File: src/rtl/stpb_pkg.sv
// constants, reset values and ranges of the servo tuning parameter bank
//
// Notes on behaviour
// - proportional speed gain 0..8191, default 500, used
// - switch condition scales gain by rate, 10..500%
// - integral term from compensation value, 0..1023
// - feed forward 0..100% applied during speed control
// - command 10 restores defaults at next power-up
// - command 20 unlocks single protected parameter
// - command 22 unlocks nine protected parameters
// - command 406 enters forced output mode
// - command 400 returns to normal output control
// - input debounce time is value times 2 ms
package stpb_pkg;

	// ------------------------------------------------------------------
	// parameter addresses
	// ------------------------------------------------------------------
	localparam logic [15:0] ADDR_SPEED_PROP_GAIN  = 16'h0208;
	localparam logic [15:0] ADDR_SPEED_SWITCH     = 16'h020a;
	localparam logic [15:0] ADDR_SPEED_INTEGRAL   = 16'h020c;
	localparam logic [15:0] ADDR_SPEED_FEED_FWD   = 16'h020e;
	localparam logic [15:0] ADDR_SPECIAL_COMMAND  = 16'h0210;
	localparam logic [15:0] ADDR_DEBOUNCE         = 16'h0212;

	// ------------------------------------------------------------------
	// reset (factory) values
	// ------------------------------------------------------------------
	localparam logic [15:0] RST_SPEED_PROP_GAIN   = 16'h01f4;
	localparam logic [15:0] RST_SPEED_SWITCH      = 16'h0064;
	localparam logic [15:0] RST_SPEED_INTEGRAL    = 16'h0064;
	localparam logic [15:0] RST_SPEED_FEED_FWD    = 16'h0000;
	localparam logic [15:0] RST_SPECIAL_COMMAND   = 16'h0000;
	localparam logic [15:0] RST_DEBOUNCE          = 16'h0002;

	// ------------------------------------------------------------------
	// legal ranges, inclusive
	// ------------------------------------------------------------------
	localparam logic [15:0] MAX_SPEED_PROP_GAIN   = 16'h1fff;
	localparam logic [15:0] MIN_SPEED_SWITCH      = 16'h000a;
	localparam logic [15:0] MAX_SPEED_SWITCH      = 16'h01f4;
	localparam logic [15:0] MAX_SPEED_INTEGRAL    = 16'h03ff;
	localparam logic [15:0] MAX_SPEED_FEED_FWD    = 16'h0064;
	localparam logic [15:0] MAX_DEBOUNCE          = 16'h0014;
	localparam logic [15:0] MIN_ZERO              = 16'h0000;
	localparam logic [15:0] MAX_FULL              = 16'hffff;

	// ------------------------------------------------------------------
	// special command codes
	// ------------------------------------------------------------------
	localparam logic [15:0] CMD_FACTORY_RESTORE   = 16'h000a;
	localparam logic [15:0] CMD_UNLOCK_SINGLE     = 16'h0014;
	localparam logic [15:0] CMD_UNLOCK_RANGE      = 16'h0016;
	localparam logic [15:0] CMD_FORCE_OUT_ENTER   = 16'h0196;
	localparam logic [15:0] CMD_FORCE_OUT_LEAVE   = 16'h0190;

	// ------------------------------------------------------------------
	// scaling and timing
	// ------------------------------------------------------------------
	localparam int PERCENT_FULL         = 100;  // 100 % divisor
	localparam int CLK_KHZ              = 125000;
	localparam int DEBOUNCE_UNIT_MS     = 2;    // one count of filter time
	localparam int DEBOUNCE_UNIT_CYC    = DEBOUNCE_UNIT_MS * CLK_KHZ;
	localparam int DI_COUNT             = 8;    // digital input terminals

	// true when lo <= v <= hi
	function automatic logic in_range(input logic [15:0] v,
	                                  input logic [15:0] lo,
	                                  input logic [15:0] hi);
		in_range = (v >= lo) && (v <= hi);
	endfunction

endpackage

File: src/rtl/stpb_dbn_if.sv
// link between the parameter bank and its input debounce filter
`timescale 1ns/1ns
`default_nettype none
interface stpb_dbn_if #(parameter int N = stpb_pkg::DI_COUNT);
	logic [4:0]   filt_units; // filter time in 2 ms units
	logic [N-1:0] di_raw;     // unsynchronised input pins
	logic [N-1:0] di_clean;   // filtered, registered inputs

	modport bank (output filt_units, output di_raw, input di_clean);
	modport filt (input filt_units, input di_raw, output di_clean);
endinterface
`default_nettype wire

File: src/rtl/stpb_debounce.sv
// per-input contact bounce filter with a shared 2 ms time base
`timescale 1ns/1ns
`default_nettype none
module stpb_debounce #(
	parameter int N        = stpb_pkg::DI_COUNT,
	parameter int UNIT_CYC = stpb_pkg::DEBOUNCE_UNIT_CYC
) (
	input  wire logic core_clk,
	input  wire logic rst_b,
	stpb_dbn_if.filt  dbn
);
	import stpb_pkg::*;

	localparam int TW = $clog2(UNIT_CYC);
	localparam logic [TW-1:0] UNIT_LAST = TW'(UNIT_CYC - 1);

	// ------------------------------------------------------------------
	// state
	// ------------------------------------------------------------------
	typedef struct packed {
		logic [N-1:0]      s1;     // first sync stage, read only by s2
		logic [N-1:0]      s2;     // second sync stage
		logic [N-1:0]      stable; // accepted level
		logic [N-1:0][4:0] cnt;    // units the new level has held
		logic [TW-1:0]     pre;    // cycle prescaler
		logic              tick;   // one pulse per unit
	} stpb_dbn_state_type;

	stpb_dbn_state_type st_r;
	stpb_dbn_state_type st_nxt;

	assign dbn.di_clean = st_r.stable;

	// ------------------------------------------------------------------
	// next state
	// ------------------------------------------------------------------
	// a level is accepted only after it has held for filt_units whole
	// units; the first unit may be short by up to one tick period
	always_comb begin
		st_nxt      = st_r;
		st_nxt.s1   = dbn.di_raw;
		st_nxt.s2   = st_r.s1;
		st_nxt.tick = 1'b0;
		if (st_r.pre == UNIT_LAST) begin
			st_nxt.pre  = '0;
			st_nxt.tick = 1'b1;
		end else begin
			st_nxt.pre = st_r.pre + TW'(1);
		end
		for (int i = 0; i < N; i++) begin
			if (st_r.s2[i] == st_r.stable[i]) begin
				// bounce back to old level restarts the filter
				st_nxt.cnt[i] = 5'h00;
			end else if (dbn.filt_units == 5'h00) begin
				// zero filter time passes the level straight on
				st_nxt.stable[i] = st_r.s2[i];
				st_nxt.cnt[i]    = 5'h00;
			end else if (st_r.tick) begin
				if (st_r.cnt[i] + 5'h01 >= dbn.filt_units) begin
					st_nxt.stable[i] = st_r.s2[i];
					st_nxt.cnt[i]    = 5'h00;
				end else begin
					st_nxt.cnt[i] = st_r.cnt[i] + 5'h01;
				end
			end
		end
	end

	// ------------------------------------------------------------------
	// registers
	// ------------------------------------------------------------------
	always_ff @(posedge core_clk) begin
		if (!rst_b) begin
			st_r <= '0;
		end else begin
			st_r <= st_nxt;
		end
	end

endmodule
`default_nettype wire

File: src/rtl/stpb_bank.sv
// servo speed loop tuning parameter bank with special command word
`timescale 1ns/1ns
`default_nettype none
module stpb_bank #(
	parameter int DEBOUNCE_UNIT_CYCLES = stpb_pkg::DEBOUNCE_UNIT_CYC
) (
	input  wire logic                     core_clk,
	input  wire logic                     rst_b,
	input  wire logic                     par_wr_en,
	input  wire logic                     par_rd_en,
	input  wire logic [15:0]              par_addr,
	input  wire logic [15:0]              par_wr_data,
	output logic      [15:0]              par_rd_data,
	output logic                          par_ack,
	output logic                          par_err,
	input  wire logic                     gain_switch_cond,
	input  wire logic                     speed_ctrl_active,
	output logic      [15:0]              speed_kp_eff,
	output logic      [15:0]              speed_ki,
	output logic      [15:0]              speed_ff_gain,
	output logic                          factory_restore_req,
	output logic                          protected_single_unlock,
	output logic                          protected_range_unlock,
	output logic                          forced_output_mode,
	input  wire logic [stpb_pkg::DI_COUNT-1:0] di_pin,
	output logic      [stpb_pkg::DI_COUNT-1:0] di_filtered
);
	import stpb_pkg::*;

	// ------------------------------------------------------------------
	// state
	// ------------------------------------------------------------------
	typedef struct packed {
		// stored parameters, each kept as a full 16-bit word so a
		// read returns exactly the value that was accepted
		logic [15:0] prop_gain; // speed_proportional_gain
		logic [15:0] sw_rate;   // speed_gain_switch_rate
		logic [15:0] integ;     // speed_integral_comp
		logic [15:0] fwd_gain;  // speed_feed_forward_gain
		logic [15:0] cmd;       // special_command_word
		logic [15:0] dbn_time;  // input_debounce_time
		// side effects of the command word
		logic        unl1;    // single protected parameter open
		logic        unl9;    // protected range open
		logic        forced;  // forced digital output mode
		logic [15:0] rd;      // read data
		logic        ack;     // access answered
		logic        err;     // access refused
		logic [15:0] kp_eff;  // gain after switching
		logic [15:0] ki;      // integral term
		logic [15:0] ff;      // applied feed forward
	} stpb_state_type;

	stpb_state_type st_r;
	stpb_state_type st_nxt;

	localparam stpb_state_type ST_RESET = '{
		prop_gain: RST_SPEED_PROP_GAIN, sw_rate: RST_SPEED_SWITCH,
		integ: RST_SPEED_INTEGRAL,  fwd_gain: RST_SPEED_FEED_FWD,
		cmd: RST_SPECIAL_COMMAND, dbn_time: RST_DEBOUNCE,
		unl1: 1'b0, unl9: 1'b0, forced: 1'b0,
		rd: 16'h0000, ack: 1'b0, err: 1'b0,
		kp_eff: RST_SPEED_PROP_GAIN, ki: RST_SPEED_INTEGRAL,
		ff: 16'h0000
	};

	logic [31:0] kp_scaled; // gain times rate, then over 100

	// ------------------------------------------------------------------
	// debounce filter
	// ------------------------------------------------------------------
	stpb_dbn_if #(.N(DI_COUNT)) dbn ();

	// five bits suffice: filter times above 20 are refused on write
	assign dbn.filt_units = st_r.dbn_time[4:0];
	assign dbn.di_raw     = di_pin;
	assign di_filtered    = dbn.di_clean;

	stpb_debounce #(
		.N        (DI_COUNT),
		.UNIT_CYC (DEBOUNCE_UNIT_CYCLES)
	) u_debounce (
		.core_clk (core_clk),
		.rst_b    (rst_b),
		.dbn      (dbn.filt)
	);

	// ------------------------------------------------------------------
	// outputs
	// ------------------------------------------------------------------
	assign par_rd_data             = st_r.rd;
	assign par_ack                 = st_r.ack;
	assign par_err                 = st_r.err;
	assign speed_kp_eff            = st_r.kp_eff;
	assign speed_ki                = st_r.ki;
	assign speed_ff_gain           = st_r.ff;
	assign protected_single_unlock = st_r.unl1;
	assign protected_range_unlock  = st_r.unl9;
	assign forced_output_mode      = st_r.forced;
	// the bank itself holds no non-volatile copy: this level tells the
	// power-up loader to store factory values before the next start
	assign factory_restore_req = (st_r.cmd == CMD_FACTORY_RESTORE);

	// ------------------------------------------------------------------
	// next state
	// ------------------------------------------------------------------
	always_comb begin
		st_nxt     = st_r;
		st_nxt.ack = 1'b0;
		st_nxt.err = 1'b0;
		// worst case 8191 * 500 / 100 still fits in 16 bits
		kp_scaled  = 32'(st_r.prop_gain) * 32'(st_r.sw_rate) /
		             32'(PERCENT_FULL);

		// loop terms are registered so they change one cycle after
		// their inputs; the divide is by a constant only
		if (gain_switch_cond) begin
			st_nxt.kp_eff = kp_scaled[15:0];
		end else begin
			st_nxt.kp_eff = st_r.prop_gain;
		end
		st_nxt.ki = st_r.integ;
		st_nxt.ff = speed_ctrl_active ? st_r.fwd_gain : 16'h0000;

		if (par_wr_en) begin
			// writes win over a read in the same cycle
			st_nxt.ack = 1'b1;
			if (par_addr == ADDR_SPEED_PROP_GAIN) begin
				if (in_range(par_wr_data, MIN_ZERO,
				             MAX_SPEED_PROP_GAIN)) begin
					st_nxt.prop_gain = par_wr_data;
				end else begin
					st_nxt.err = 1'b1;
				end
			end else if (par_addr == ADDR_SPEED_SWITCH) begin
				if (in_range(par_wr_data, MIN_SPEED_SWITCH,
				             MAX_SPEED_SWITCH)) begin
					st_nxt.sw_rate = par_wr_data;
				end else begin
					st_nxt.err = 1'b1;
				end
			end else if (par_addr == ADDR_SPEED_INTEGRAL) begin
				if (in_range(par_wr_data, MIN_ZERO,
				             MAX_SPEED_INTEGRAL)) begin
					st_nxt.integ = par_wr_data;
				end else begin
					st_nxt.err = 1'b1;
				end
			end else if (par_addr == ADDR_SPEED_FEED_FWD) begin
				if (in_range(par_wr_data, MIN_ZERO,
				             MAX_SPEED_FEED_FWD)) begin
					st_nxt.fwd_gain = par_wr_data;
				end else begin
					st_nxt.err = 1'b1;
				end
			end else if (par_addr == ADDR_SPECIAL_COMMAND) begin
				// full 16-bit range is legal; codes act on write
				st_nxt.cmd = par_wr_data;
				if (par_wr_data == CMD_UNLOCK_SINGLE) begin
					st_nxt.unl1 = 1'b1;
				end else if (par_wr_data == CMD_UNLOCK_RANGE) begin
					st_nxt.unl9 = 1'b1;
				end else if (par_wr_data == CMD_FORCE_OUT_ENTER) begin
					st_nxt.forced = 1'b1;
				end else if (par_wr_data == CMD_FORCE_OUT_LEAVE) begin
					st_nxt.forced = 1'b0;
				end else begin
					// any other code is only stored; the unlocks stay
					// open until the next power-up
					st_nxt.forced = st_r.forced;
				end
			end else if (par_addr == ADDR_DEBOUNCE) begin
				if (in_range(par_wr_data, MIN_ZERO,
				             MAX_DEBOUNCE)) begin
					// the filter uses the new time from the next cycle on
					st_nxt.dbn_time = par_wr_data;
				end else begin
					st_nxt.err = 1'b1;
				end
			end else begin
				// unmapped address: nothing stored
				st_nxt.err = 1'b1;
			end
		end else if (par_rd_en) begin
			// a read never changes a parameter; the data register
			// keeps the word until the next read replaces it
			st_nxt.ack = 1'b1;
			if (par_addr == ADDR_SPEED_PROP_GAIN) begin
				st_nxt.rd = st_r.prop_gain;
			end else if (par_addr == ADDR_SPEED_SWITCH) begin
				st_nxt.rd = st_r.sw_rate;
			end else if (par_addr == ADDR_SPEED_INTEGRAL) begin
				st_nxt.rd = st_r.integ;
			end else if (par_addr == ADDR_SPEED_FEED_FWD) begin
				st_nxt.rd = st_r.fwd_gain;
			end else if (par_addr == ADDR_SPECIAL_COMMAND) begin
				// the last code written reads back, whatever it did
				st_nxt.rd = st_r.cmd;
			end else if (par_addr == ADDR_DEBOUNCE) begin
				st_nxt.rd = st_r.dbn_time;
			end else begin
				st_nxt.rd  = 16'h0000;
				st_nxt.err = 1'b1;
			end
		end
	end

	// ------------------------------------------------------------------
	// registers
	// ------------------------------------------------------------------
	// reset stands for power-up: every parameter takes its factory value
	// and the unlocks and forced mode close again; a restore code left
	// in the command word is cleared with them
	always_ff @(posedge core_clk) begin
		if (!rst_b) begin
			st_r <= ST_RESET;
		end else begin
			st_r <= st_nxt;
		end
	end

endmodule
`default_nettype wire

File: config.mk
export PLATFORM = sky130hd
export DESIGN_NAME = stpb_bank
export DESIGN_NICKNAME = d
export VERILOG_FILES = /design/src/rtl/stpb_pkg.sv /design/src/rtl/stpb_dbn_if.sv /design/src/rtl/stpb_debounce.sv /design/src/rtl/stpb_bank.sv
export SDC_FILE = /design/constraint.sdc
export NUM_CORES = 1
export LEC_CHECK = 0
export ABC_AREA = 1
export BUFFER_PORTS_ARGS = -buffer_cell sky130_fd_sc_hd__buf_2
export CAP_MARGIN = 10
export CORE_UTILIZATION = 55
export DETAILED_ROUTE_END_ITERATION = 8
export PLACE_DENSITY = 0.76
export SYNTH_ARGS = -nofsm -noshare
export SYNTH_HDL_FRONTEND = slang
export SYNTH_HIERARCHICAL = 1
export SYNTH_SLANG_ARGS = --single-unit
File: constraint.sdc
create_clock -name core_clk -period 21.4 [get_ports core_clk]
set_clock_uncertainty 0.2 [all_clocks]
set_input_delay 1.07 -clock core_clk [delete_from_list [all_inputs] [get_ports core_clk]]
set_output_delay 1.07 -clock core_clk [all_outputs]
set_load 0.02 [all_outputs]
==> run_results.csv <==
group,metric,value,unit
routing,drc,0,
timing,slew_violations,0,
global_routing,antenna_found_initial,0,
worst_setup_path,r2r_slack,3.26,ns
power,p_sw,233,uW
worst_setup_path,start_kind,"flip-flop",
clocking,hold_buffers,0,
clocking,clockRootBuffer,"clkbuf_16",
finish,final_layout_size_suffix_gt1_share,12.0,%
worst_setup_path,slowest_delay,1.04,ns
synth,synth.distinct_cells,60,
routing,wire_per_inst,14.8,um
routing,num_vias,22700,
synth,synth_top_area_share,19.5,%
finish,fillers,4297,
global_routing,grt_max_degree,72,
synth,ys_ff_latch,248,
min_path,hold_end,"u_debounce/st_r[72]",
worst_setup_path,crit_type,"reg -> reg",
synth,synth_largest_area_cell,"dfxtp_1",
finish,final_common_cell,"nand2_1",
worst_setup_path,worstSetupEndpointType,"flip-flop",
timing,setup_viol,0,
global_routing,grt_pass1_vias,21700,
min_path,hold_path_class,"reg -> reg",
timing,finalCritPeriodShare,84.8,%
timing,hold_ws,0.220,ns
die,die_w,217,um
clocking,clockBufferDepth,3,
clocking,insertion_delay,0.56,ns
routing,dr.pass1.iters,7,
routing,ant_nets,0,
synth,synthCells,3712,
timing,slew_headroom,22.9,%
synth,synth_area,25400,um^2
die,initial_core_util,55.9,%
die,dieArea,47100,um^2
finish,syn2layout_area_growth,5.56,%
synth,yosysSeqAreaShare,19.5,%
timing,hold_viol_final,0,
global_routing,track_usage,27.4,%
worst_setup_path,crit_path_max_fanout,19,
synth,postSynthNetCount,4105,
clocking,cts_tree,"built",
place,gp_congestion,0.946,
worst_setup_path,reg2reg_depth,131,
power,switching_share,23.6,%
power,power_frac_comb,4.3,%
clocking,clk_pin_slew,0.07,ns
global_routing,grt_overflow,0,
worst_setup_path,critPathRequiredTime,21.64,ns
finish,num-nets-final,4087,
clocking,cts-buffers-inserted,26,
power,leakagePower,14.7,nW
synth,synth_area_leaders,"dfxtp_1 (20%), fa_1 (15%), nand2_1 (14%), inv_1 (11%), ha_1 (7.5%)",
routing,avgViaCountPerCell,5.25,
die,io_pins,124,
power,p_seq_share,47.3,%
timing,fin_tns_setup,0,ns
min_path,whs_path_depth,2,
worst_setup_path,rr_endpoint,"speed_kp_eff[0]",
power,internal_power,754,uW
synth,syn_avg_cell_area,6.85,um^2
routing,drt_wl_total,63.6,mm
finish,diodes,0,
worst_setup_path,worst_ep_arrival_time,18.38,ns
clocking,htreeDepth,1,
timing,tightest_slew,1.15,ns
die,rows,78,
die,die_y,217,um
flow_run,maxCapViolations,0,
worst_setup_path,r2r_start,"st_r[159]",
worst_setup_path,slowest_stage,"dfxtp_1",
finish,final_cell_mix,"nand2_1 (981), inv_1 (733), dfxtp_1 (248), nor2_1 (210), fa_1 (194)",
clocking,ctsResizeCount,0,
place,place_hpwl,49.1,mm
timing,rsz0062_at_grt,"no",
clocking,cts.sinks,248,
routing,drt_iter0_markers,1839,
global_routing,grt_pass1_wl,106,mm
worst_setup_path,crit_path_frequent_cell,"nand2_2",
power,irDropWorstVdd,0.0000656,V
place,port_buffers,123,
synth,yosys_warnings,6,
min_path,hold_start,"u_debounce/st_nxt[72]",
die,core-area,45500,um^2
timing,fin_crit,18.14,ns
outcome,status,"complete, no violations",
power,power_density,36.8,nW/um^2
timing,fmax,0.0551,GHz
clocking,cts_setup_buffers,0,
power,pwr-share-clk,48.3,%
==> flip-flops by register name, summed over array words and instances, names as in the netlist, 5 cells and up <==
signal,cells
st_nxt,16
speed_ff_gain,16
speed_ki,16
dbn.filt_units,5
u_debounce/st_nxt,8
speed_kp_eff,16
st_r,75
u_debounce/dbn.di_clean,8
u_debounce/st_r,67
par_rd_data,16
==> metrics by stage <==
step / util, % / std cells / worst slack, ns / total power, mW / cell area (um^2)
after floorplan: - / 3712 / 5.56 / 0.505 / 25400
after global placement: 57.0 / 4266 / 3.83 / 0.520 / 25900
after detailed placement: 57.0 / 4266 / 3.42 / 0.520 / 25900
after CTS: 59.0 / 4311 / 3.36 / 0.994 / 26800
after global routing: 59.0 / 4311 / 1.43 / 1.02 / 26800
final: 59.0 / 4311 / 3.26 / 0.987 / 26800
==> worst max-delay path by stage <==
| stage | start | to | slack, ns |
|---|---|---|---|
| after floorplan | st_r[159] | speed_kp_eff[0] | 5.56 |
| after global placement | st_r[159] | speed_kp_eff[0] | 3.83 |
| after detailed placement | st_r[159] | speed_kp_eff[0] | 3.42 |
| after CTS | st_r[159] | speed_kp_eff[0] | 3.36 |
| after global routing | st_r[159] | speed_kp_eff[0] | 1.43 |
| final | st_r[159] | speed_kp_eff[0] | 3.26 |
==> power by group through the flow <==
stage                     Clock (mW)  Combinational, mW  Sequential [mW]
after floorplan                    0             0.0277            0.477
after global placement             0             0.0425            0.478
after detailed placement           0             0.0422            0.478
after CTS                      0.484             0.0425            0.467
after global routing           0.504             0.0470            0.467
final                          0.477             0.0429            0.467
==> critical path, delay by kind of cell, from the launching register on <==
family	cells	cell delay [ns]
buffers and inverters	10	0.55
and+or+nand+nor	110	12.02
adders and majority gates	7	3.50
AOI/OAI and AO/OA	4	0.72
DFF	1	1.04
==> area by class of cell <==
class,instances,area [um^2],share of cell area [%]
inverters,783,2950,11.0
well taps,600,751,2.80
repair buffers,142,761,2.83
clock buffers,33,717,2.67
multi-input cells,2493,16500,61.5
flip-flops and latches,248,4960,18.5
clock inverters,12,184,0.685
==> metal layers <==
metal  wire [um]  vias to the layer above  GRT usage [%]
met4        1770                        0           8.40
li1            -                    11300              -
met2       29800                      743           47.1
met5           0                        -              0
met3        4150                      116           2.85
met1       27900                    10500           36.1
==> synthesized netlist by cell type (all sizes together) <==
| cell | n |
|---|---|
| o211ai | 23 |
| fa | 194 |
| xor2 | 46 |
| a21o | 1 |
| nand3 | 201 |
| mux2i | 1 |
| clkbuf | 98 |
| clkinv | 14 |
| a211oi | 17 |
| o21ai | 96 |
| nand2 | 1113 |
| o21a | 1 |
| a21oi | 157 |
| nor4 | 10 |
| inv | 768 |
| o32ai | 2 |
| nor3 | 52 |
| nor3b | 3 |
| bufinv | 1 |
| o221ai | 3 |
| nand4 | 79 |
| and2 | 1 |
| buf | 90 |
| or2 | 12 |
| nor2 | 244 |
| xnor2 | 26 |
| dfxtp | 248 |
| nand3b | 6 |
| ha | 153 |
| o31ai | 2 |
| a221oi | 4 |
| a31oi | 1 |
| o21bai | 7 |
| a32oi | 2 |
| o2111ai | 7 |
| o22ai | 15 |
| a21boi | 1 |
| o311ai | 1 |
| and3 | 10 |
| a31o | 2 |
==> logic make-up after synthesis <==
group / count (synthesis) / synth area share, %
adders and majority gates: 347 / 22.8
AOI/OAI and AO/OA: 342 / 7.68
buffers and inverters: 971 / 15.6
xor gates and xnor gates: 72 / 2.48
muxes: 1 / 0.0394
and+or+nand+nor: 1731 / 31.9
DFF: 248 / 19.5
No activity file was read; power rests on OpenSTA's default activity.
